$ cat src/rtl/rgseq_map.svh
`ifndef RGSEQ_MAP_SVH
`define RGSEQ_MAP_SVH
// register byte offsets
`define CTRL_OFS 32'h0000_0000
`define RATE_OFS 32'h0000_0004
`define CUT_OFS 32'h0000_0008
`define DACS_OFS 32'h0000_000c
`define STAT_OFS 32'h0000_0010
// control fields
`define CTRL_PWR_RED 0
`define CTRL_PGC 1
`define CTRL_GSF 3:2
`define CTRL_LSF 5:4
`define CTRL_CP 7:6
`define CTRL_PGCW 11:8
`define RATE_DRR 4:0
`define CUT_DATA 6:0
`define CUT_SERVO 14:8
`define DACS_GD 5:0
`define DACS_PTH 12:8
`define DACS_NTH 20:16
// status fields
`define STAT_ST 4:0
`define STAT_GAIN 6:5
`define STAT_TIM 8:7
`define STAT_RGD 9
`define STAT_SERVO 10
`define STAT_PCNT 31:16
// reset values and writable masks
`define CTRL_RST 32'h0000_0000
`define RATE_RST 32'h0000_001f
`define CUT_RST 32'h0000_0000
`define DACS_RST 32'h0000_0000
`define CTRL_WMASK 32'h0000_0fff
`define RATE_WMASK 32'h0000_001f
`define CUT_WMASK 32'h0000_7f7f
`define DACS_WMASK 32'h001f_1f3f
// timing
`define BYTE_BITS 8
`define RGD_DELAY_BYTES 2
`define CLK_PERIOD_NS 8
`define QP_WIDTH_NS 24
`define QP_WIDTH_CYC ((`QP_WIDTH_NS + `CLK_PERIOD_NS - 1) / `CLK_PERIOD_NS)
`define GSF_B0 4'h4
`define GSF_B1 4'h5
`define GSF_B2 4'h7
`define GSF_B3 4'h9
`define CP_HIGH_UA 8'hb4
`define CP_STEP_UA 8'h14
`define DRR_MAX 31
`define CNT_SAT 7'h7f
`define RESP_OKAY 2'h0
`define RESP_SLVERR 2'h2
`endif

$ cat src/rtl/rgseq_pkg.sv
package rgseq_pkg;
  typedef enum logic [4:0] {
    ST_IDLE = 5'h01,
    ST_DELAY = 5'h02,
    ST_GAIN = 5'h04,
    ST_LOCK = 5'h08,
    ST_TRACK = 5'h10
  } acq_state_e;
  typedef enum logic [1:0] {
    GAIN_CONT = 2'h0,
    GAIN_SAMP_HIGH = 2'h1,
    GAIN_SAMP_LOW = 2'h2
  } gain_mode_e;
  typedef enum logic [1:0] {
    TIM_IDLE = 2'h0,
    TIM_ACQ = 2'h1,
    TIM_TRACK = 2'h2
  } timing_mode_e;
  typedef struct packed {
    gain_mode_e gain_mode;
    logic high_gain;
    timing_mode_e timing_mode;
    logic delayed_read_gate;
    logic power_up;
  } loop_ctrl_s;
  typedef struct packed {
    logic [6:0] cutoff;
    logic signed [5:0] group_delay;
    logic [4:0] positive_level_threshold;
    logic [4:0] negative_level_threshold;
    logic [3:0] pgc_gain;
    logic agc_loop_en;
    logic [7:0] cp_ua;
  } dac_ctrl_s;
endpackage

$ cat src/rtl/read_gate_acquisition_sequencer.sv
// Contract
// [RL1] read gate with power reduction enabled powers up FIR, detector, DD loops
// [RL2] delayed read gate asserts two byte times after read gate
// [RL3] sync-field counting starts at delayed read gate
// [RL4] gain count of 4, 5, 7 or 9 bytes; expiry enters sampled gain
// [RL5] a byte time is eight synthesizer clock periods
// [RL6] lock count of 0 to 3 bytes follows the gain count
// [RL7] high gain lasts for both counts, then low gain
// [RL8] timing loop goes from idle to acquisition at delayed read gate
// [RL9] timing loop tracks once both counts have elapsed
// [RL10] sampled pump current 0/20/40/60 uA at full rate; high gain 180 uA
// [RL11] sampled currents scale from full at max rate to half at min rate
// [RL12] servo mode uses minimum-rate pump currents
// [RL13] programmable gain disables the loop; gain follows a 4-bit code
// [RL14] cutoff code from data register, or servo register when servo gate high
// [RL15] group delay is a six-bit two's complement code
// [RL16] positive and negative thresholds are independent 5-bit codes
// [RL17] level exceeded then peak gives a 24 ns qualified pulse
// [RL18] capture clears at pulse rise; next bit only after one-shot ends
// [RL19] same-polarity pulses qualify; polarity is reported separately
// [RL20] servo gate low selects data read, high selects servo read
// [RL21] one configuration bit picks automatic or programmable gain
// [RL22] read gate low resets delayed gate, counters and timing loop
// [RL23] controller holds read gate through delay and both counts
`timescale 1ns/1ps
`include "rgseq_map.svh"
module read_gate_acquisition_sequencer
(
  // clock and reset
  input wire logic aclk,
  input wire logic aresetn,
  // axi4-lite write
  input wire logic [31:0] awaddr,
  input wire logic awvalid,
  output logic awready,
  input wire logic [31:0] wdata,
  input wire logic [3:0] wstrb,
  input wire logic wvalid,
  output logic wready,
  output logic [1:0] bresp,
  output logic bvalid,
  input wire logic bready,
  // axi4-lite read
  input wire logic [31:0] araddr,
  input wire logic arvalid,
  output logic arready,
  output logic [31:0] rdata,
  output logic [1:0] rresp,
  output logic rvalid,
  input wire logic rready,
  // controller gates
  input wire logic read_gate_in,
  input wire logic servo_gate_select,
  // pulse detector inputs
  input wire logic peak_timing_strobe,
  input wire logic level_pos_in,
  input wire logic level_neg_in,
  // loop and dac control
  output rgseq_pkg::loop_ctrl_s loop_ctrl,
  output rgseq_pkg::dac_ctrl_s dac_ctrl,
  // qualified pulses
  output logic qualified_pulse_out,
  output logic pulse_polarity_out
);
  import rgseq_pkg::*;

  localparam int NSYNC = 5;
  localparam logic [6:0] DLY_CYC = 7'(`RGD_DELAY_BYTES * `BYTE_BITS);
  localparam logic [1:0] QP_CYC = 2'(`QP_WIDTH_CYC);

  // pin synchronisers
  logic [NSYNC-1:0] pin_raw;
  logic [NSYNC-1:0] sync1_ff;
  logic [NSYNC-1:0] sync2_ff;
  assign pin_raw = {level_neg_in, level_pos_in, peak_timing_strobe,
                    servo_gate_select, read_gate_in};

  genvar gi;
  generate
    for (gi = 0; gi < NSYNC; gi++)
    begin : g_sync
      always_ff @(posedge aclk)
      begin
        if (!aresetn)
        begin
          sync1_ff[gi] <= 1'b0;
          sync2_ff[gi] <= 1'b0;
        end
        else
        begin
          sync1_ff[gi] <= pin_raw[gi];
          sync2_ff[gi] <= sync1_ff[gi];
        end
      end
    end
  endgenerate

  wire rg_s = sync2_ff[0];
  wire servo_s = sync2_ff[1];
  wire strobe_s = sync2_ff[2];
  wire lvl_pos_s = sync2_ff[3];
  wire lvl_neg_s = sync2_ff[4];

  // register file
  logic [31:0] ctrl_ff, rate_ff, cut_ff, dacs_ff;
  logic [31:0] nxt_ctrl, nxt_rate, nxt_cut, nxt_dacs;
  logic aw_full_ff, w_full_ff, bvalid_ff, rvalid_ff;
  logic [31:0] aw_addr_ff, w_data_ff, rdata_ff;
  logic [3:0] w_strb_ff;
  logic [1:0] bresp_ff, rresp_ff;

  function automatic logic [31:0] merge(input logic [31:0] old, input logic [31:0] data,
                                        input logic [3:0] strb, input logic [31:0] wmask);
    logic [31:0] m;
    m = {{8{strb[3]}}, {8{strb[2]}}, {8{strb[1]}}, {8{strb[0]}}} & wmask;
    merge = (old & ~m) | (data & m);
  endfunction

  assign awready = !aw_full_ff;
  assign wready = !w_full_ff;
  assign bvalid = bvalid_ff;
  assign bresp = bresp_ff;
  assign arready = !rvalid_ff;
  assign rvalid = rvalid_ff;
  assign rdata = rdata_ff;
  assign rresp = rresp_ff;

  wire aw_take = awvalid & !aw_full_ff;
  wire w_take = wvalid & !w_full_ff;
  wire wr_fire = aw_full_ff & w_full_ff & !bvalid_ff;
  wire ar_take = arvalid & !rvalid_ff;

  wire wr_ctrl = wr_fire & (aw_addr_ff == `CTRL_OFS);
  wire wr_rate = wr_fire & (aw_addr_ff == `RATE_OFS);
  wire wr_cut = wr_fire & (aw_addr_ff == `CUT_OFS);
  wire wr_dacs = wr_fire & (aw_addr_ff == `DACS_OFS);
  wire wr_hit = wr_ctrl | wr_rate | wr_cut | wr_dacs;

  assign nxt_ctrl = wr_ctrl ? merge(ctrl_ff, w_data_ff, w_strb_ff, `CTRL_WMASK) : ctrl_ff;
  assign nxt_rate = wr_rate ? merge(rate_ff, w_data_ff, w_strb_ff, `RATE_WMASK) : rate_ff;
  assign nxt_cut = wr_cut ? merge(cut_ff, w_data_ff, w_strb_ff, `CUT_WMASK) : cut_ff;
  assign nxt_dacs = wr_dacs ? merge(dacs_ff, w_data_ff, w_strb_ff, `DACS_WMASK) : dacs_ff;

  always_ff @(posedge aclk)
  begin
    if (!aresetn)
    begin
      ctrl_ff <= `CTRL_RST;
      rate_ff <= `RATE_RST;
      cut_ff <= `CUT_RST;
      dacs_ff <= `DACS_RST;
    end
    else
    begin
      ctrl_ff <= nxt_ctrl;
      rate_ff <= nxt_rate;
      cut_ff <= nxt_cut;
      dacs_ff <= nxt_dacs;
    end
  end

  // write channels are held until both have arrived
  always_ff @(posedge aclk)
  begin
    if (!aresetn)
    begin
      aw_full_ff <= 1'b0;
      w_full_ff <= 1'b0;
      aw_addr_ff <= 32'h0;
      w_data_ff <= 32'h0;
      w_strb_ff <= 4'h0;
      bvalid_ff <= 1'b0;
      bresp_ff <= `RESP_OKAY;
    end
    else
    begin
      aw_full_ff <= aw_take | (aw_full_ff & !wr_fire);
      w_full_ff <= w_take | (w_full_ff & !wr_fire);
      if (aw_take)
        aw_addr_ff <= awaddr;
      if (w_take)
      begin
        w_data_ff <= wdata;
        w_strb_ff <= wstrb;
      end
      bvalid_ff <= wr_fire | (bvalid_ff & !bready);
      if (wr_fire)
        bresp_ff <= wr_hit ? `RESP_OKAY : `RESP_SLVERR;
    end
  end

  // sequencer state
  acq_state_e state_ff, nxt_state;
  logic [6:0] cnt_ff, nxt_cnt;
  logic [6:0] gsf_cyc_ff, lsf_cyc_ff;
  logic [15:0] pcnt_ff;

  wire [3:0] gain_syncfield_count = (ctrl_ff[`CTRL_GSF] == 2'h0) ? `GSF_B0 :
                                    (ctrl_ff[`CTRL_GSF] == 2'h1) ? `GSF_B1 :
                                    (ctrl_ff[`CTRL_GSF] == 2'h2) ? `GSF_B2 : `GSF_B3;
  wire [3:0] lock_syncfield_count = {2'h0, ctrl_ff[`CTRL_LSF]};

  // read-back mux
  wire [31:0] stat_word = {pcnt_ff, 5'h0, servo_s, loop_ctrl.delayed_read_gate,
                           loop_ctrl.timing_mode, loop_ctrl.gain_mode, state_ff};
  wire rd_ctrl = araddr == `CTRL_OFS;
  wire rd_rate = araddr == `RATE_OFS;
  wire rd_cut = araddr == `CUT_OFS;
  wire rd_dacs = araddr == `DACS_OFS;
  wire rd_stat = araddr == `STAT_OFS;
  wire rd_hit = rd_ctrl | rd_rate | rd_cut | rd_dacs | rd_stat;
  wire [31:0] rd_mux = rd_ctrl ? ctrl_ff : rd_rate ? rate_ff : rd_cut ? cut_ff :
                       rd_dacs ? dacs_ff : rd_stat ? stat_word : 32'h0;

  always_ff @(posedge aclk)
  begin
    if (!aresetn)
    begin
      rvalid_ff <= 1'b0;
      rdata_ff <= 32'h0;
      rresp_ff <= `RESP_OKAY;
    end
    else
    begin
      rvalid_ff <= ar_take | (rvalid_ff & !rready);
      if (ar_take)
      begin
        rdata_ff <= rd_mux;
        rresp_ff <= rd_hit ? `RESP_OKAY : `RESP_SLVERR;
      end
    end
  end

  always_comb
  begin
    nxt_state = state_ff;
    nxt_cnt = 7'(cnt_ff + 7'h1);
    // [RL22] gate drop resets
    if (!rg_s)
    begin
      nxt_state = ST_IDLE;
      nxt_cnt = 7'h0;
    end
    else
    begin
      case (state_ff)
        ST_IDLE:
        begin
          nxt_state = ST_DELAY;
          nxt_cnt = 7'h1;
        end
        // [RL2] two byte delay
        ST_DELAY:
          if (cnt_ff == 7'(DLY_CYC - 7'h1))
          begin
            nxt_state = ST_GAIN;
            nxt_cnt = 7'h0;
          end
        // [RL4] gain count expiry
        ST_GAIN:
          if (cnt_ff == 7'(gsf_cyc_ff - 7'h1))
          begin
            nxt_state = (lsf_cyc_ff == 7'h0) ? ST_TRACK : ST_LOCK;
            nxt_cnt = 7'h0;
          end
        // [RL6] lock count follows
        ST_LOCK:
          if (cnt_ff == 7'(lsf_cyc_ff - 7'h1))
          begin
            nxt_state = ST_TRACK;
            nxt_cnt = 7'h0;
          end
        ST_TRACK:
          nxt_cnt = cnt_ff;
        default:
        begin
          nxt_state = ST_IDLE;
          nxt_cnt = 7'h0;
        end
      endcase
    end
  end

  always_ff @(posedge aclk)
  begin
    if (!aresetn)
    begin
      state_ff <= ST_IDLE;
      cnt_ff <= 7'h0;
      gsf_cyc_ff <= 7'h0;
      lsf_cyc_ff <= 7'h0;
    end
    else
    begin
      state_ff <= nxt_state;
      cnt_ff <= nxt_cnt;
      // [RL5] counts in byte times of eight clocks
      if (state_ff == ST_IDLE)
      begin
        gsf_cyc_ff <= 7'(gain_syncfield_count * `BYTE_BITS);
        lsf_cyc_ff <= 7'(lock_syncfield_count * `BYTE_BITS);
      end
    end
  end

  // loop modes, decoded from the next state so they line up with it
  wire n_rgd = (nxt_state == ST_GAIN) | (nxt_state == ST_LOCK) | (nxt_state == ST_TRACK);
  wire n_acq = (nxt_state == ST_GAIN) | (nxt_state == ST_LOCK);
  loop_ctrl_s nxt_loop;
  always_comb
  begin
    // [RL1] power up on read gate
    nxt_loop.power_up = !ctrl_ff[`CTRL_PWR_RED] | rg_s;
    // [RL3] counting starts at delayed gate
    nxt_loop.delayed_read_gate = n_rgd;
    // [RL8] [RL9] timing loop modes
    nxt_loop.timing_mode = (nxt_state == ST_TRACK) ? TIM_TRACK : n_acq ? TIM_ACQ : TIM_IDLE;
    // [RL7] high gain through both counts
    nxt_loop.high_gain = n_acq;
    nxt_loop.gain_mode = (nxt_state == ST_TRACK) ? GAIN_SAMP_LOW :
                         (nxt_state == ST_LOCK) ? GAIN_SAMP_HIGH : GAIN_CONT;
  end

  // [RL11] [RL12] pump current scales with rate; servo uses minimum
  wire [4:0] drr_eff = servo_s ? 5'h0 : rate_ff[`RATE_DRR];
  wire [7:0] cp_base = 8'(ctrl_ff[`CTRL_CP] * `CP_STEP_UA);
  wire [11:0] cp_num = 12'(12'(cp_base) * (12'(`DRR_MAX) + 12'(drr_eff)));
  wire [7:0] cp_scaled = 8'(cp_num / 12'(2 * `DRR_MAX));
  wire pgc_on = ctrl_ff[`CTRL_PGC];

  dac_ctrl_s nxt_dac;
  always_comb
  begin
    // [RL14] [RL20] cutoff by servo gate
    nxt_dac.cutoff = servo_s ? cut_ff[`CUT_SERVO] : cut_ff[`CUT_DATA];
    // [RL15] signed group delay
    nxt_dac.group_delay = dacs_ff[`DACS_GD];
    // [RL16] independent thresholds
    nxt_dac.positive_level_threshold = dacs_ff[`DACS_PTH];
    nxt_dac.negative_level_threshold = dacs_ff[`DACS_NTH];
    // [RL13] [RL21] programmable gain
    nxt_dac.pgc_gain = pgc_on ? ctrl_ff[`CTRL_PGCW] : 4'h0;
    nxt_dac.agc_loop_en = !pgc_on;
    // [RL10] pump current select
    nxt_dac.cp_ua = pgc_on ? 8'h0 : n_acq ? `CP_HIGH_UA :
                    (nxt_state == ST_TRACK) ? cp_scaled : 8'h0;
  end

  always_ff @(posedge aclk)
  begin
    if (!aresetn)
    begin
      loop_ctrl <= '0;
      dac_ctrl <= '0;
    end
    else
    begin
      loop_ctrl <= nxt_loop;
      dac_ctrl <= nxt_dac;
    end
  end

  // pulse qualifier
  logic strobe_d_ff, capture_ff, pol_ff, qp_ff;
  logic [1:0] shot_ff;
  wire peak_rise = strobe_s & !strobe_d_ff;
  // [RL18] accept only with capture clear and one-shot expired
  wire accept = peak_rise & (lvl_pos_s | lvl_neg_s) & !capture_ff & (shot_ff == 2'h0);
  wire [1:0] nxt_shot = capture_ff ? QP_CYC : (shot_ff != 2'h0) ? 2'(shot_ff - 2'h1) : 2'h0;
  assign qualified_pulse_out = qp_ff;
  assign pulse_polarity_out = pol_ff;

  always_ff @(posedge aclk)
  begin
    if (!aresetn)
    begin
      strobe_d_ff <= 1'b0;
      capture_ff <= 1'b0;
      pol_ff <= 1'b0;
      shot_ff <= 2'h0;
      qp_ff <= 1'b0;
      pcnt_ff <= 16'h0;
    end
    else
    begin
      strobe_d_ff <= strobe_s;
      // [RL17] capture then fire one-shot
      capture_ff <= accept;
      shot_ff <= nxt_shot;
      qp_ff <= nxt_shot != 2'h0;
      // [RL19] polarity of every qualified pulse
      if (accept)
        pol_ff <= lvl_pos_s;
      if (capture_ff)
        pcnt_ff <= 16'(pcnt_ff + 16'h1);
    end
  end

  // checking helper: cycles the synchronised gate has been high
  logic [6:0] rg_hi_ff;
  always_ff @(posedge aclk)
  begin
    if (!aresetn)
      rg_hi_ff <= 7'h0;
    else
      rg_hi_ff <= !rg_s ? 7'h0 : (rg_hi_ff == `CNT_SAT) ? rg_hi_ff : 7'(rg_hi_ff + 7'h1);
  end
  wire [6:0] sum_cyc = 7'(DLY_CYC + gsf_cyc_ff + lsf_cyc_ff);

  chk_power_up_gate: // [RL1]
    assert property (@(posedge aclk) disable iff (!aresetn)
      rg_s |=> loop_ctrl.power_up)
    else $error("power up missing during read gate");
  chk_rgd_delay: // [RL2]
    assert property (@(posedge aclk) disable iff (!aresetn)
      loop_ctrl.delayed_read_gate == (rg_hi_ff >= DLY_CYC))
    else $error("delayed read gate not two byte times after gate");
  chk_acq_window: // [RL8]
    assert property (@(posedge aclk) disable iff (!aresetn)
      (rg_hi_ff >= DLY_CYC) && (rg_hi_ff < sum_cyc) |-> loop_ctrl.timing_mode == TIM_ACQ)
    else $error("timing loop not acquiring within sync field");
  chk_track_entry: // [RL9]
    assert property (@(posedge aclk) disable iff (!aresetn)
      (rg_hi_ff == sum_cyc) |-> loop_ctrl.timing_mode == TIM_TRACK
      && loop_ctrl.gain_mode == GAIN_SAMP_LOW)
    else $error("tracking not entered after both counts");
  chk_gain_expiry: // [RL4]
    assert property (@(posedge aclk) disable iff (!aresetn)
      (lsf_cyc_ff != 7'h0) && (rg_hi_ff == 7'(DLY_CYC + gsf_cyc_ff))
      |-> loop_ctrl.gain_mode == GAIN_SAMP_HIGH)
    else $error("sampled gain not entered at gain count expiry");
  chk_gate_drop: // [RL22]
    assert property (@(posedge aclk) disable iff (!aresetn)
      !rg_s |=> state_ff == ST_IDLE && !loop_ctrl.delayed_read_gate)
    else $error("gate drop did not return to idle");
  chk_pulse_width: // [RL17]
    assert property (@(posedge aclk) disable iff (!aresetn)
      $rose(qp_ff) |-> qp_ff[*3] ##1 !qp_ff)
    else $error("qualified pulse not three cycles wide");
  chk_capture_clear: // [RL18]
    assert property (@(posedge aclk) disable iff (!aresetn)
      $rose(qp_ff) |-> !capture_ff ##1 !capture_ff ##1 !capture_ff)
    else $error("capture not cleared during one-shot");
  chk_servo_pump: // [RL12]
    assert property (@(posedge aclk) disable iff (!aresetn)
      servo_s && !pgc_on && $stable(servo_s) && nxt_state == ST_TRACK
      |=> dac_ctrl.cp_ua == 8'($past(cp_base) / 8'h2))
    else $error("servo pump current not at minimum rate");
  chk_pgc_gain: // [RL13]
    assert property (@(posedge aclk) disable iff (!aresetn)
      pgc_on |=> !dac_ctrl.agc_loop_en && dac_ctrl.cp_ua == 8'h0)
    else $error("gain loop active in programmable gain mode");
endmodule

$ cat config.mk
export PLATFORM = sky130hd
export DESIGN_NAME = read_gate_acquisition_sequencer
export DESIGN_NICKNAME = d
export VERILOG_FILES = /design/src/rtl/rgseq_pkg.sv /design/src/rtl/read_gate_acquisition_sequencer.sv
export VERILOG_INCLUDE_DIRS = /design/src /design/src/rtl
export SDC_FILE = /design/constraint.sdc
export NUM_CORES = 1
export LEC_CHECK = 0
export ABC_AREA = 1
export BUFFER_PORTS_ARGS = -buffer_cell sky130_fd_sc_hd__buf_2
export CORE_MARGIN = 8
export CORE_UTILIZATION = 45
export DETAILED_ROUTE_END_ITERATION = 12
export GPL_ROUTABILITY_DRIVEN = 0
export PLACE_DENSITY_LB_ADDON = 0.1
export SETUP_SLACK_MARGIN = 0.02
export SLEW_MARGIN = 20
export SYNTH_ARGS = -nofsm -noshare
export SYNTH_HDL_FRONTEND = slang
export SYNTH_SLANG_ARGS = --single-unit
$ cat constraint.sdc
create_clock -name aclk -period 5.1 [get_ports aclk]
set_input_delay 0.51 -clock aclk [delete_from_list [all_inputs] [get_ports aclk]]
set_output_delay 0.51 -clock aclk [all_outputs]
set_load 0.005 [all_outputs]
Yosys cells after proc, flatten, opt, wreduce, memory -nomap -nowiden
Index checks and enable logic that the tools add are counted.
{"block": "totals", "reg_bits": 328, "output_inout_bits": 86, "inputBits": 112}
{"block": "classes", "addsub": 6, "mux": 30, "n_mul": 2, "div_mod_pow": 1, "n_bitwise": 50, "reduce_logical": 23, "n_eq_ne": 20}
{"cell": "$mux W32", "count": 5}
{"cell": "$and A32 B32 Y32", "count": 4}
{"cell": "$eq A32 B4 Y1 const B", "count": 4}
{"cell": "$or A32 B32 Y32", "count": 4}
{"cell": "$eq A32 B3 Y1 const B", "count": 2}
{"cell": "$logic_not A32 Y1", "count": 2}
{"cell": "$pmux W7 S5", "count": 1}
{"cell": "$and A32 B12 Y32", "count": 1}
{"cell": "$and A32 B15 Y32", "count": 1}
{"cell": "$and A32 B21 Y32", "count": 1}
{"cell": "$and A32 B5 Y32", "count": 1}
{"cell": "$eq A32 B5 Y1 const B", "count": 1}
{"cell": "$not A12 Y32", "count": 1}
{"cell": "$not A15 Y32", "count": 1}
{"cell": "$not A21 Y32", "count": 1}
{"cell": "$not A5 Y32", "count": 1}
{"cell": "$mux W5", "count": 6}
{"cell": "$mux W7", "count": 4}
{"cell": "$pmux W5 S5", "count": 1}
{"cell": "$and A1 B1 Y1", "count": 17}
{"cell": "$add A16 B1 Y16 const B", "count": 1}
{"cell": "$mux W8", "count": 2}
{"cell": "$or A1 B1 Y1", "count": 15}
{"cell": "$eq A7 B7 Y1", "count": 2}
{"cell": "other kinds (27)", "count": 53}

Depth between registers and ports, before layout
Gate-level depths: netlist (run 1).
{"block": "logic_depth", "depth_word": 9, "mapped_depth": 41, "depth_no_buf": 41}

Least setup slack after synthesis (run 1)
OpenSTA, ideal clock, no wires.
{"block": "synth_path", "path_type": "register to register", "startpoint": "register sync2_ff[1] (netlist: servo_s)", "endpoint": "register dac_ctrl[0] (netlist name)", "path_slack_ns": 0.046, "stages_incl_launch_ff": 33, "arrival_time_ns": 4.982, "required_time_ns": 5.028, "cell_sequence": "dfxtp_1 clkbuf_1 inv_1 a21oi_1 xor2_1 nor2_1 ha_1 fa_1 fa_1 ha_1 a21oi_1 nand2_1 nand2_1 nand3_1 nand2_1 inv_1 nor2_1 nand2_2 nand2_4 nand3_2 nand2_1 nand2_2 o21bai_1 nand2_4 o21ai_4 nand3_1 nand2_1 nand2_2 nand2_2 nand3_2 nor2_1 nand2_1 a21oi_1"}
{"block": "synth_between", "elab_chain_len": 4}
{"item": "from (decl)", "line": "read_gate_acquisition_sequencer.sv:74", "rtl": "logic [NSYNC-1:0] sync2_ff;"}
{"item": "from (signal, indexed assignment)", "line": "read_gate_acquisition_sequencer.sv:92", "rtl": "sync2_ff[gi] <= sync1_ff[gi];"}
{"item": "$mux W5", "line": "read_gate_acquisition_sequencer.sv:325", "rtl": "wire [4:0] drr_eff = servo_s ? 5'h0 : rate_ff[`RATE_DRR];"}
{"item": "$add A5 B5 Y6", "line": "read_gate_acquisition_sequencer.sv:327", "rtl": "wire [11:0] cp_num = 12'(12'(cp_base) * (12'(`DRR_MAX) + 12'(drr_eff)));"}
{"item": "$mul A5 B6 Y10", "line": "read_gate_acquisition_sequencer.sv:327"}
{"item": "$div A12 B6 Y12", "line": "read_gate_acquisition_sequencer.sv:328", "rtl": "wire [7:0] cp_scaled = 8'(cp_num / 12'(2 * `DRR_MAX));"}
{"item": "to (signal assigned)", "line": "read_gate_acquisition_sequencer.sv:359", "rtl": "dac_ctrl <= nxt_dac;"}
{"item": "to (decl)", "line": "read_gate_acquisition_sequencer.sv:60", "rtl": "output rgseq_pkg::dac_ctrl_s dac_ctrl,"}
No other way between the ends.
A chain may end at the register's enable or synchronous reset.

==> metrics.md, run 1 <==
| Metric | Value |
|---|---|
| CP Data Arrival Time | 5.58 ns |
| Post-synth top flop | dfxtp_1 |
| CP Launch Type | register |
| Drc violations | 0 |
| Drt initial violations | about 500 |
| Diode count | 0 |
| Register bit total from synthesis | 231 |
| Fill count | 2,142 |
| Max-Slew Margin vs Limit | 35.0% |
| Multi-input gate area | 0.00500 mm² |
| Fin crit period | a little over 5 ns |
| GRT Total Usage | between 10% and 20% |
| Maximum clock rate | 193 MHz |
| Setup_tns | -0.149 ns |
| Final net count | 1,765 |
| CTS Buf Count | 24 |
| Core ar. | 0.0226 mm² |
| Worst-Margin Slew | 0.974 ns |
| Max Buffers Root-to-Sink | 3 |
| CP max-delay cell | fa_1 |
| Yosys warns | 0 |
| Post-synth EDFFs | 0 |
| Largest net degree at the start of global routing | 113 |
| Worst Setup End Kind | register |
| Share of post-route cells with drive strength above 1 | a little under a quarter |
| Via count | approximately 9,600 |
| Power Density | 294 mW/mm² |
| Routed wire per std cell | 14.6 µm |
| Final WS setup | -0.0755 ns |
| H-tree levels | 1 |
| Clock latency on the worst-skew pair | 0.52 ns |
| Mean Syn Cell Area | 7.34 µm² |
| Run status | complete, but fails checks |
| CTS tree | done |
| Die Span X | 167 µm |
| Area occupied by registers | 0.00463 mm² |
| PortBufs | about 180 |
| Delay-heaviest family, CP | simple AND/OR/NAND/NOR gates |
| Tcrit/Tclk final | 101% |
| Failing checks | negative setup slack |
| VDD IR max | 243 µV |
| Post-synth cell types | 45 |
| Leakage power | slightly below 6 nW |
| Finish-stage setup viols | 2 |
| Area delta synth->final | 26.2% |
| Synth Cell Area | 0.0103 mm² |
| Vias per cell | 4.97 |
| Worst-path fanout max | 7 |
| First-pass GRT wire length | between 40,000 and 50,000 µm |
| Hold_ws | 0.174 ns |
| CP Class | reg2reg |
| Hold buffer count at cts | 0 |
| Final Hold Viols | 0 |
| Hold WC Path Type | in2reg |
| Buffer and inverter count on the worst path | 8 |
| Final slew viol count | 0 |
| RSZ-0062 raised after global routing | yes |
| Initial antenna violation count | 0 |
| Vias in the first global route | between 9,000 and 10,000 |
| CP Data Required Time | 5.51 ns |
| Area contributors post-synth | dfxtp_1 45%, nand2_1 8.1%, inv_1 7.2% |
| Mapped Cells | about 1,400 |
| Top Ports | 198 |
| Clock slew at reported path FFs | 0.06 ns |
| Die outline area | 0.0280 mm² |
| Antenna viol nets, final | 0 |
| Final Skew | approximately 0.0071 ns |
| Routed wire length | 28,000 µm |
| Overflow after GRT | 0 |
| Clk sinks | 231 |
| Area leader, netlist | dfxtp_1 |
| Hpwl dp | 20,300 µm |
| Initial core utilization | between 40 and 50% |
| Router iterations before antenna repair | 5 |
| Clock root cell | clkbuf_16 |
| Worst slack, placed | -0.233 ns |
| Post-synthesis sequential area ratio | between 40% and 50% |
| MaxCap Viol Count | 0 |
| Die height | 167 µm |
| Area share of the largest cell type after synthesis | around 45% |
| Row count | 55 |
| FFs w/ async S/R, synth | 0% |
| Critical Path Max Stage Delay | 0.51 ns |
-- worst paths after layout --
path | start | endpoint | slack [ns] | depth (start not counted)
setup reg to reg | register | dac_ctrl[0] | -0.08 | 36
hold / removal | read_gate_in | sync1_ff[0] | 0.17 | 3
setup / recovery | register | dac_ctrl[0] | -0.08 | 36
hold reg to reg | sync1_ff[4] | lvl_neg_s | 0.41 | 2
-- layer usage --
metal	GRT usage [%]	part of all wire [%]	routed length (µm)
met1	25.4	46	12800
met2	31.9	46	12800
met3	4.00	6.8	1920
met4	4.85	2.0	566
met5	0	0	0
-- cell usage in the layout, fill, tap and decap left out, types with 7 or more instances in the layout --
master,n
buf_2,180
xor2_1,7
nand3_2,9
nor4_1,18
nor3_1,28
nand4_1,9
inv_1,192
nor2_1,178
fa_1,7
nand2_1,202
clkbuf_8,7
nand2_4,7
nand3_1,45
inv_2,12
clkbuf_16,24
buf_4,63
a21oi_1,131
nor2_4,7
o22ai_1,11
nand2_2,29
o21ai_0,132
ha_1,19
dfxtp_1,228
-- cells in the mapped netlist (3+ instances only) --
cell type and number:
o211ai_1 5, xor2_1 8, buf_4 4, nor3_1 28, inv_1 198, nor4_1 19, nand4_1 9, o21a_1 5
ha_1 22, o21ai_0 133, nand2_2 17, dfxtp_1 231, o221ai_1 6, a21oi_1 137, o22ai_1 11, nand3_1 49
clkbuf_1 48, nand3_2 5, a221oi_1 5, nor2_1 189, nor3b_1 3, nand2_1 222, xnor2_1 5, nand2_4 3
inv_2 7, fa_1 8
-- what timing repair did --
item                                    CTS  global route
gates cloned                              0             0
pin swaps                                36            29
setup buffers                            12            12
endpoints found under the setup margin    3             3
resized for setup                        42            45
-- cell families after synthesis --
family	count (synthesis)	share of synthesized area [%]
AO/OA/AOI/OAI	310	16.3
XOR/XNOR	13	1.11
adder cells (fa/ha/maj)	30	4.23
buffers and inverters	260	9.63
flip-flops	231	45.0
other	1	0.0365
AND/OR/NAND/NOR	556	23.7
-- metrics by stage --
stage | instances | cell area [µm²] | utilization [%] | total power [mW]
after global placement | 1860 | 11700 | 51.7 | 2.14
after global routing | 1924 | 13000 | 57.5 | 3.97
after detailed placement | 1860 | 11700 | 51.7 | 2.14
after floorplan | 1403 | 10300 | - | 2.05
final | 1924 | 13000 | 57.5 | 3.82
after CTS | 1913 | 12700 | 56.3 | 3.86
-- layout make-up --
type | instances | share of cell area (%)
multi-input combinational | 912 | 38.6
sequential | 231 | 35.7
timing repair buffer | 247 | 11.0
inverter | 207 | 6.01
clock buffer | 37 | 5.54
tap | 285 | 2.75
clock inverter | 5 | 0.472
-- worst min-delay path, cell delays in order --
cell	delay (ns)
buf_2	0.07
nand2_1	0.04
inv_1	0.04
-- where the power goes --
group | internal [mW] | switching (mW) | leakage, nW | total [mW]
clock | 1.02 | 0.700 | 0.386 | 1.72
combinational | 0.0815 | 0.136 | 3.64 | 0.217
sequential | 1.85 | 0.0306 | 1.88 | 1.89
total | 2.95 | 0.867 | 5.91 | 3.82
No activity file was read; power rests on OpenSTA's default activity.
==> inputs of run 2 (changes only) <==
--- a/config.mk
+++ b/config.mk
@@ -9,10 +9,11 @@
 export ABC_AREA = 1
 export BUFFER_PORTS_ARGS = -buffer_cell sky130_fd_sc_hd__buf_2
 export CORE_MARGIN = 8
-export CORE_UTILIZATION = 45
+export CORE_UTILIZATION = 50
 export DETAILED_ROUTE_END_ITERATION = 12
 export GPL_ROUTABILITY_DRIVEN = 0
 export PLACE_DENSITY_LB_ADDON = 0.1
+export RECOVER_POWER = 25
 export SETUP_SLACK_MARGIN = 0.02
 export SLEW_MARGIN = 20
 export SYNTH_ARGS = -nofsm -noshare
==> run 2 against run 1 <==
- the run ends with max-capacitance violations, max-slew violations, negative setup slack left
- combinational power barely moved
- critical path depth is 4 lower
- largest power group unchanged
- cell count shrank 1.1%
- register-to-register slack barely moved
- clock skew grew 0.016 ns
- highest routed layer is now met5
- largest cell class unchanged
- non-clock buffer count is 8 lower
==> metrics.md, run 2 (synthesis results as in run 1) <==
| Metric | Value |
|---|---|
| Leakage power | 5.72 nW (-3.1%) |
| Critical Path Max Stage Delay | 0.54 ns (+0.03 ns) |
| Placed Instances | 1,853 (-0.38%) |
| Maximum clock rate | 193 MHz (-0.11%) |
| P_sw | 883 µW (+1.9%) |
| Finish-stage setup viols | 2 (unchanged) |
| Share of post-route cells with drive strength above 1 | 20.1% (-3.4 points) |
| Crit path launch | servo_s |
| Multi-input gate area | 0.00499 mm² (-0.30%) |
| Router iterations before antenna repair | 5 (unchanged) |
| CTS tree | done |
| Worst Hold Path Cells | 3 (unchanged) |
| Worst R2R Path Depth | 32 (-11%) |
| CP Launch Type | register |
| Hold endpoint | sync1_ff[4] |
| MaxCap Viol Count | 1 (+1) |
| Worst-Margin Slew | 2.55 ns (+1.57 ns) |
| Worst reg2reg setup slack | -0.08 ns (about the same) |
| Die height | 159 µm (-4.6%) |
| Comb pwr share | 5.5% (-0.2 points) |
| Share of power burned in registers | 48.0% (-1.3 points) |
| Hold buffer count at cts | 0 (unchanged) |
| Power Density | 305 mW/mm² (+3.5%) |
| Die outline area | 0.0254 mm² (-9.1%) |
| Antenna viol nets, final | 0 (unchanged) |
| Layout Cells excl Fill | 1,903 (-1.1%) |
| R2r endpoint | dac_ctrl[0] |
| Net switching share of the total power | 22.5% (-0.16 points) |
| Final WS setup | -0.0814 ns (-0.00587 ns) |
| CTS Buf Count | 24 (unchanged) |
| Hold WC Path Type | in2reg |
| Vias per cell | 5.09 (+2.4%) |
| Failing checks | max-capacitance violations, max-slew violations, negative setup slack |
| Clock slew at reported path FFs | 0.06 ns (about the same) |
| Initial antenna violation count | 3 (+3) |
| Origin of the worst min-delay path | level_neg_in |
| Worst-path fanout max | 7 (unchanged) |
| Initial core utilization | 50.8% (+5.3 points) |
| R2R Path Start | servo_s |
| Worst Setup End Kind | register |
| Fin crit period | 5.18 ns (+0.00587 ns) |
| Core ar. | 0.0202 mm² (-10%) |
| Row count | 52 (-5.5%) |
| H-tree levels | 1 (unchanged) |
| Clk sinks | 231 (unchanged) |
| Area occupied by registers | 0.00463 mm² (unchanged) |
| Max Buffers Root-to-Sink | 3 (unchanged) |
| Final Hold Viols | 0 (unchanged) |
| Die Span X | 159 µm (-4.6%) |
| Largest net degree at the start of global routing | 125 (+11%) |
| CP Class | reg2reg |
| Clock latency on the worst-skew pair | 0.53 ns (about the same) |
| CP Data Arrival Time | 5.63 ns (+0.05 ns) |
| Internal | 3.04 mW (+2.9%) |
| Routed wire length | 27,700 µm (-1.1%) |
| Via count | 9,689 (+1.3%) |
| PortBufs | 181 (unchanged) |
| Diode count | 0 (unchanged) |
| Commonest non-fill, non-tap cell in the layout | dfxtp_1 |
| Clock root cell | clkbuf_16 |
| Final Skew | 0.0236 ns (+0.0165 ns) |
| Drt initial violations | 546 (+9.4%) |
| Final slew viol count | 55 (+55) |
| Run status | complete, but fails checks |
| Overflow after GRT | 0 (unchanged) |
| Final net count | 1,758 (-0.40%) |
| First-pass GRT wire length | 45,600 µm (+0.12%) |
| RSZ-0062 raised after global routing | yes |
| Vias in the first global route | 9,346 (+2.0%) |
| VDD IR max | 315 µV (+29%) |
| CP max-delay cell | fa_1 |
| Fill count | 1,886 (-12%) |
| Hpwl dp | 20,000 µm (-1.4%) |
| Top Ports | 198 (unchanged) |
| Total power | 3.92 mW (+2.7%) |
| Area delta synth->final | 25.1% |
| GRT Total Usage | 21.1% (+1.8 points) |
| Most frequent cells in the layout | 228 x dfxtp_1, 201 x nand2_1, 193 x inv_1 |
| Drc violations | 0 (unchanged) |
| Routed wire per std cell | 14.6 µm (about the same) |
| Max-Slew Margin vs Limit | -69.8% (-100 points) |
| Clock power frac | 46.4% (+1.4 points) |
| CP Data Required Time | 5.55 ns (+0.04 ns) |
| Tcrit/Tclk final | 102% (+0.12 points) |
## run 2: cell count changes in the layout (fill, tap and decap cells not counted), sizes merged
| cell | previous run | this run |
|---|---|---|
| buf | 247 | 183 |
| clkbuf | 37 | 93 |
| clkinv | 6 | 8 |
| inv | 205 | 204 |
| nand3 | 56 | 57 |
## run 2: worst max-delay path, delay by kind of cell, from the launching register on
family                   cells  cell delay, ns
AO/OA/AOI/OAI                4            0.70
XOR/XNOR                     1            0.19
adder cells (fa/ha/maj)      4            1.56
buffers and inverters        5            0.63
flip-flops                   1            0.37
AND/OR/NAND/NOR             18            1.63
## run 2: routing by layer
layer | wire, µm | part of all wire (%) | global-route usage [%]
met5 | 34 | 0.12 | 0
met4 | 465 | 1.7 | 4.85
met3 | 1660 | 6.0 | 4.27
met2 | 12600 | 46 | 35.3
met1 | 12900 | 47 | 27.5
## run 2: how the worst max path moves through the flow
stage	end	slack (ns)	depth (start not counted)
after CTS	dac_ctrl[1]	0.02	37
after global placement	dac_ctrl[0]	-0.13	35
after global routing	dac_ctrl[0]	-0.40	34
after detailed placement	dac_ctrl[1]	-0.25	36
after floorplan	dac_ctrl[0]	0.05	32
final	dac_ctrl[0]	-0.08	32
## run 2: stage by stage
| step | hold WS (ns) | TNS (ns) | utilization, % | worst slack (ns) | area, µm² |
|---|---|---|---|---|---|
| global placement | 0.399 | -0.301 | 57.9 | -0.125 | 11700 |
| floorplan | 0.390 | 0 | - | 0.0464 | 10300 |
| CTS | 0.153 | 0 | 63.2 | 0.0195 | 12800 |
| detailed placement | 0.401 | -0.700 | 57.9 | -0.248 | 11700 |
| global route | 0.164 | -1.09 | 63.6 | -0.401 | 12900 |
| finish | 0.166 | -0.161 | 63.6 | -0.0814 | 12900 |
## run 2: power groups by stage
stage	registers, mW	logic (mW)	clock network, mW
2_1_floorplan	1.91	0.134	0
3_3_place_gp	1.92	0.212	0
3_5_place_dp	1.92	0.215	0
4_1_cts	1.88	0.218	1.84
5_1_grt	1.89	0.247	1.93
6_report	1.88	0.216	1.82
## run 2: area by class of cell
cell class | instances | area share (%)
inverters | 207 | 6.06
repair buffers | 239 | 9.92
clock buffers | 37 | 6.06
well taps | 270 | 2.62
clock inverters | 6 | 0.622
flip-flops and latches | 231 | 36.0
multi-input cells | 913 | 38.8
## run 2: timing repair
item	4_1_cts	5_1_grt
gates resized for setup	49	33
endpoints found under the hold margin	0	0
pin swaps	17	24
buffers inserted	1	5
endpoints found under the setup margin	3	3
gates cloned	1	0
==> inputs of run 3 (changes only) <==
--- a/config.mk
+++ b/config.mk
@@ -8,8 +8,10 @@
 export LEC_CHECK = 0
 export ABC_AREA = 1
 export BUFFER_PORTS_ARGS = -buffer_cell sky130_fd_sc_hd__buf_2
+export CELL_PAD_IN_SITES_DETAIL_PLACEMENT = 2
+export CELL_PAD_IN_SITES_GLOBAL_PLACEMENT = 2
 export CORE_MARGIN = 8
-export CORE_UTILIZATION = 50
+export CORE_UTILIZATION = 28
 export DETAILED_ROUTE_END_ITERATION = 12
 export GPL_ROUTABILITY_DRIVEN = 0
 export PLACE_DENSITY_LB_ADDON = 0.1
==> run 3 against run 2 <==
- the run still ends with max-capacitance violations, max-slew violations, negative setup slack left
- global-route usage shrank 4.1 points
- clock power up 14%
- worst setup slack got worse by 0.14 ns
- critical path type unchanged
- critical endpoint unchanged
- largest cell class unchanged
- highest routed layer unchanged
==> metrics.md, run 3 (synthesis results as in run 1) <==
| Metric | Value |
|---|---|
| Run status | complete, but fails checks |
| Failing checks | max-capacitance violations, max-slew violations, negative setup slack |
| VDD IR max | 172 µV (-45%) |
| Critical Path Max Stage Delay | 0.53 ns (about the same) |
| Setup_tns | -0.528 ns (-0.367 ns) |
| RSZ-0062 raised after global routing | yes |
| Die height | 208 µm (+30%) |
| Final Skew | 0.0188 ns (-0.00484 ns) |
| Drt initial violations | 273 (-50%) |
| CP Launch Type | register |
| Internal | 3.18 mW (+4.7%) |
| Vias in the first global route | 11,261 (+20%) |
| Clk sinks | 231 (unchanged) |
| Antenna viol nets, final | 0 (unchanged) |
| Final WS setup | -0.223 ns (-0.142 ns) |
| Final Util | 37.1% (-27 points) |
| Max-Slew Margin vs Limit | -76.4% (-6.6 points) |
| Clock latency on the worst-skew pair | 0.55 ns (+0.02 ns) |
| Core ar. | 0.0364 mm² (+80%) |
| Worst-Margin Slew | 2.65 ns (+0.0989 ns) |
| Max Buffers Root-to-Sink | 3 (unchanged) |
| Fill count | 4,319 (+130%) |
| Most frequent cells in the layout | 228 x dfxtp_1, 193 x nand2_1, 190 x inv_1 |
| Routed wire per std cell | 17.9 µm (+23%) |
| Final net count | 1,780 (+1.3%) |
| Share of power burned in registers | 45.1% (-2.9 points) |
| Maximum clock rate | 188 MHz (-2.7%) |
| Final slew viol count | 67 (+22%) |
| Die outline area | 0.0431 mm² (+70%) |
| Hpwl dp | 27,600 µm (+38%) |
| Router iterations before antenna repair | 4 (-1) |
| Commonest non-fill, non-tap cell in the layout | dfxtp_1 |
| Vias per cell | 4.75 (-6.7%) |
| Hold buffer count at cts | 0 (unchanged) |
| GRT Total Usage | 17.0% (-4.1 points) |
| Net switching share of the total power | 24.0% (+1.5 points) |
| Final Hold Viols | 0 (unchanged) |
| CP Data Arrival Time | 5.81 ns (+0.18 ns) |
| CP max-delay cell | fa_1 |
| Leakage power | 5.90 nW (+3.1%) |
| Die Span X | 208 µm (+30%) |
| First-pass GRT wire length | 60,100 µm (+32%) |
| Worst-path fanout max | 5 (-2) |
| Comb pwr share | 5.5% (about the same) |
| Largest net degree at the start of global routing | 94 (-25%) |
| Worst Setup End Kind | register |
| CTS Buf Count | 27 (+13%) |
| Overflow after GRT | 0 (unchanged) |
| Row count | 70 (+35%) |
| Drc violations | 0 (unchanged) |
| Routed wire length | 38,000 µm (+37%) |
| Finish-stage setup viols | 3 (+1) |
| Clock power frac | 49.5% (+3.1 points) |
| Power Density | 310 mW/mm² (+1.7%) |
| PortBufs | 181 (unchanged) |
| Top Ports | 198 (unchanged) |
| CTS tree | done |
| H-tree levels | 1 (unchanged) |
| CP Data Required Time | 5.59 ns (+0.04 ns) |
| Tcrit/Tclk final | 104% (+2.8 points) |
| P_sw | 1.00 mW (+14%) |
| Share of post-route cells with drive strength above 1 | 23.3% (+3.2 points) |
| Initial core utilization | 28.2% (-23 points) |
| Worst slack, placed | -0.448 ns (-0.200 ns) |
| MaxCap Viol Count | 1 (unchanged) |
| Via count | 10,102 (+4.3%) |
| Clock root cell | clkbuf_16 |
| Fin crit period | 5.32 ns (+0.142 ns) |
| Hold WC Path Type | in2reg |
| Initial antenna violation count | 2 (-1) |
| CP Class | reg2reg |
| Area delta synth->final | 31.3% |
| Clock slew at reported path FFs | 0.07 ns (about the same) |
[run 3: worst paths after layout]
check                          from          end  slack, ns  depth (start not counted)
setup reg to reg           register  dac_ctrl[0]      -0.22                         37
setup / recovery           register  dac_ctrl[0]      -0.22                         37
hold reg to reg         sync1_ff[3]    lvl_pos_s       0.41                          2
hold / removal    servo_gate_select  sync1_ff[1]       0.15                          3
[run 3: stage by stage]
stage | instances | cell area, µm² | hold slack (ns) | total power [mW]
3_3_place_gp | 2060 | 12000 | 0.397 | 2.15
3_5_place_dp | 2060 | 12000 | 0.405 | 2.16
4_1_cts | 2118 | 13400 | 0.115 | 4.25
6_report | 2127 | 13500 | 0.145 | 4.18
5_1_grt | 2126 | 13500 | 0.145 | 4.35
2_1_floorplan | 1403 | 10300 | 0.390 | 2.05
[run 3: per-layer routing]
layer / track usage (%) / vias to the layer above / part of all wire, % / wire length, µm
li1: - / 4997 / - / -
met1: 20.2 / 4888 / 44 / 16700
met2: 30.7 / 159 / 50 / 18800
met3: 3.34 / 54 / 4.1 / 1550
met4: 4.48 / 4 / 2.3 / 868
met5: 0 / - / 0.074 / 28
[run 3: final cells by class]
class | count | area, µm² | area share [%]
Clock buffer | 35 | 756 | 5.60
Tap cell | 468 | 586 | 4.34
Inverter | 207 | 785 | 5.81
Clock inverter | 14 | 183 | 1.35
Timing Repair Buffer | 258 | 1440 | 10.7
Multi-Input combinational cell | 913 | 5120 | 37.9
Sequential cell | 231 | 4630 | 34.3
Antenna cell | 1 | 2.50 | 0.0185
[run 3: power groups by stage]
| stage | logic (mW) | clock network (mW) | registers (mW) |
|---|---|---|---|
| global placement | 0.223 | 0 | 1.92 |
| detailed placement | 0.231 | 0 | 1.93 |
| global route | 0.264 | 2.19 | 1.89 |
| floorplan | 0.134 | 0 | 1.91 |
| finish | 0.230 | 2.07 | 1.89 |
| CTS | 0.236 | 2.13 | 1.89 |
[run 3: timing repair]
| action | CTS | global route |
|---|---|---|
| endpoints found under the setup margin | 3 | 3 |
| gates resized for setup | 86 | 34 |
| pin swaps | 64 | 58 |
| gates cloned | 1 | 0 |
| buffers inserted | 8 | 8 |
[run 3: worst max-delay path: cells and delay by family (launching register included)]
kind	cells	cell delay, ns
compound gates	3	0.48
fa+ha+maj	4	1.59
buf+inv	4	0.27
flops	1	0.33
simple gates	26	2.60
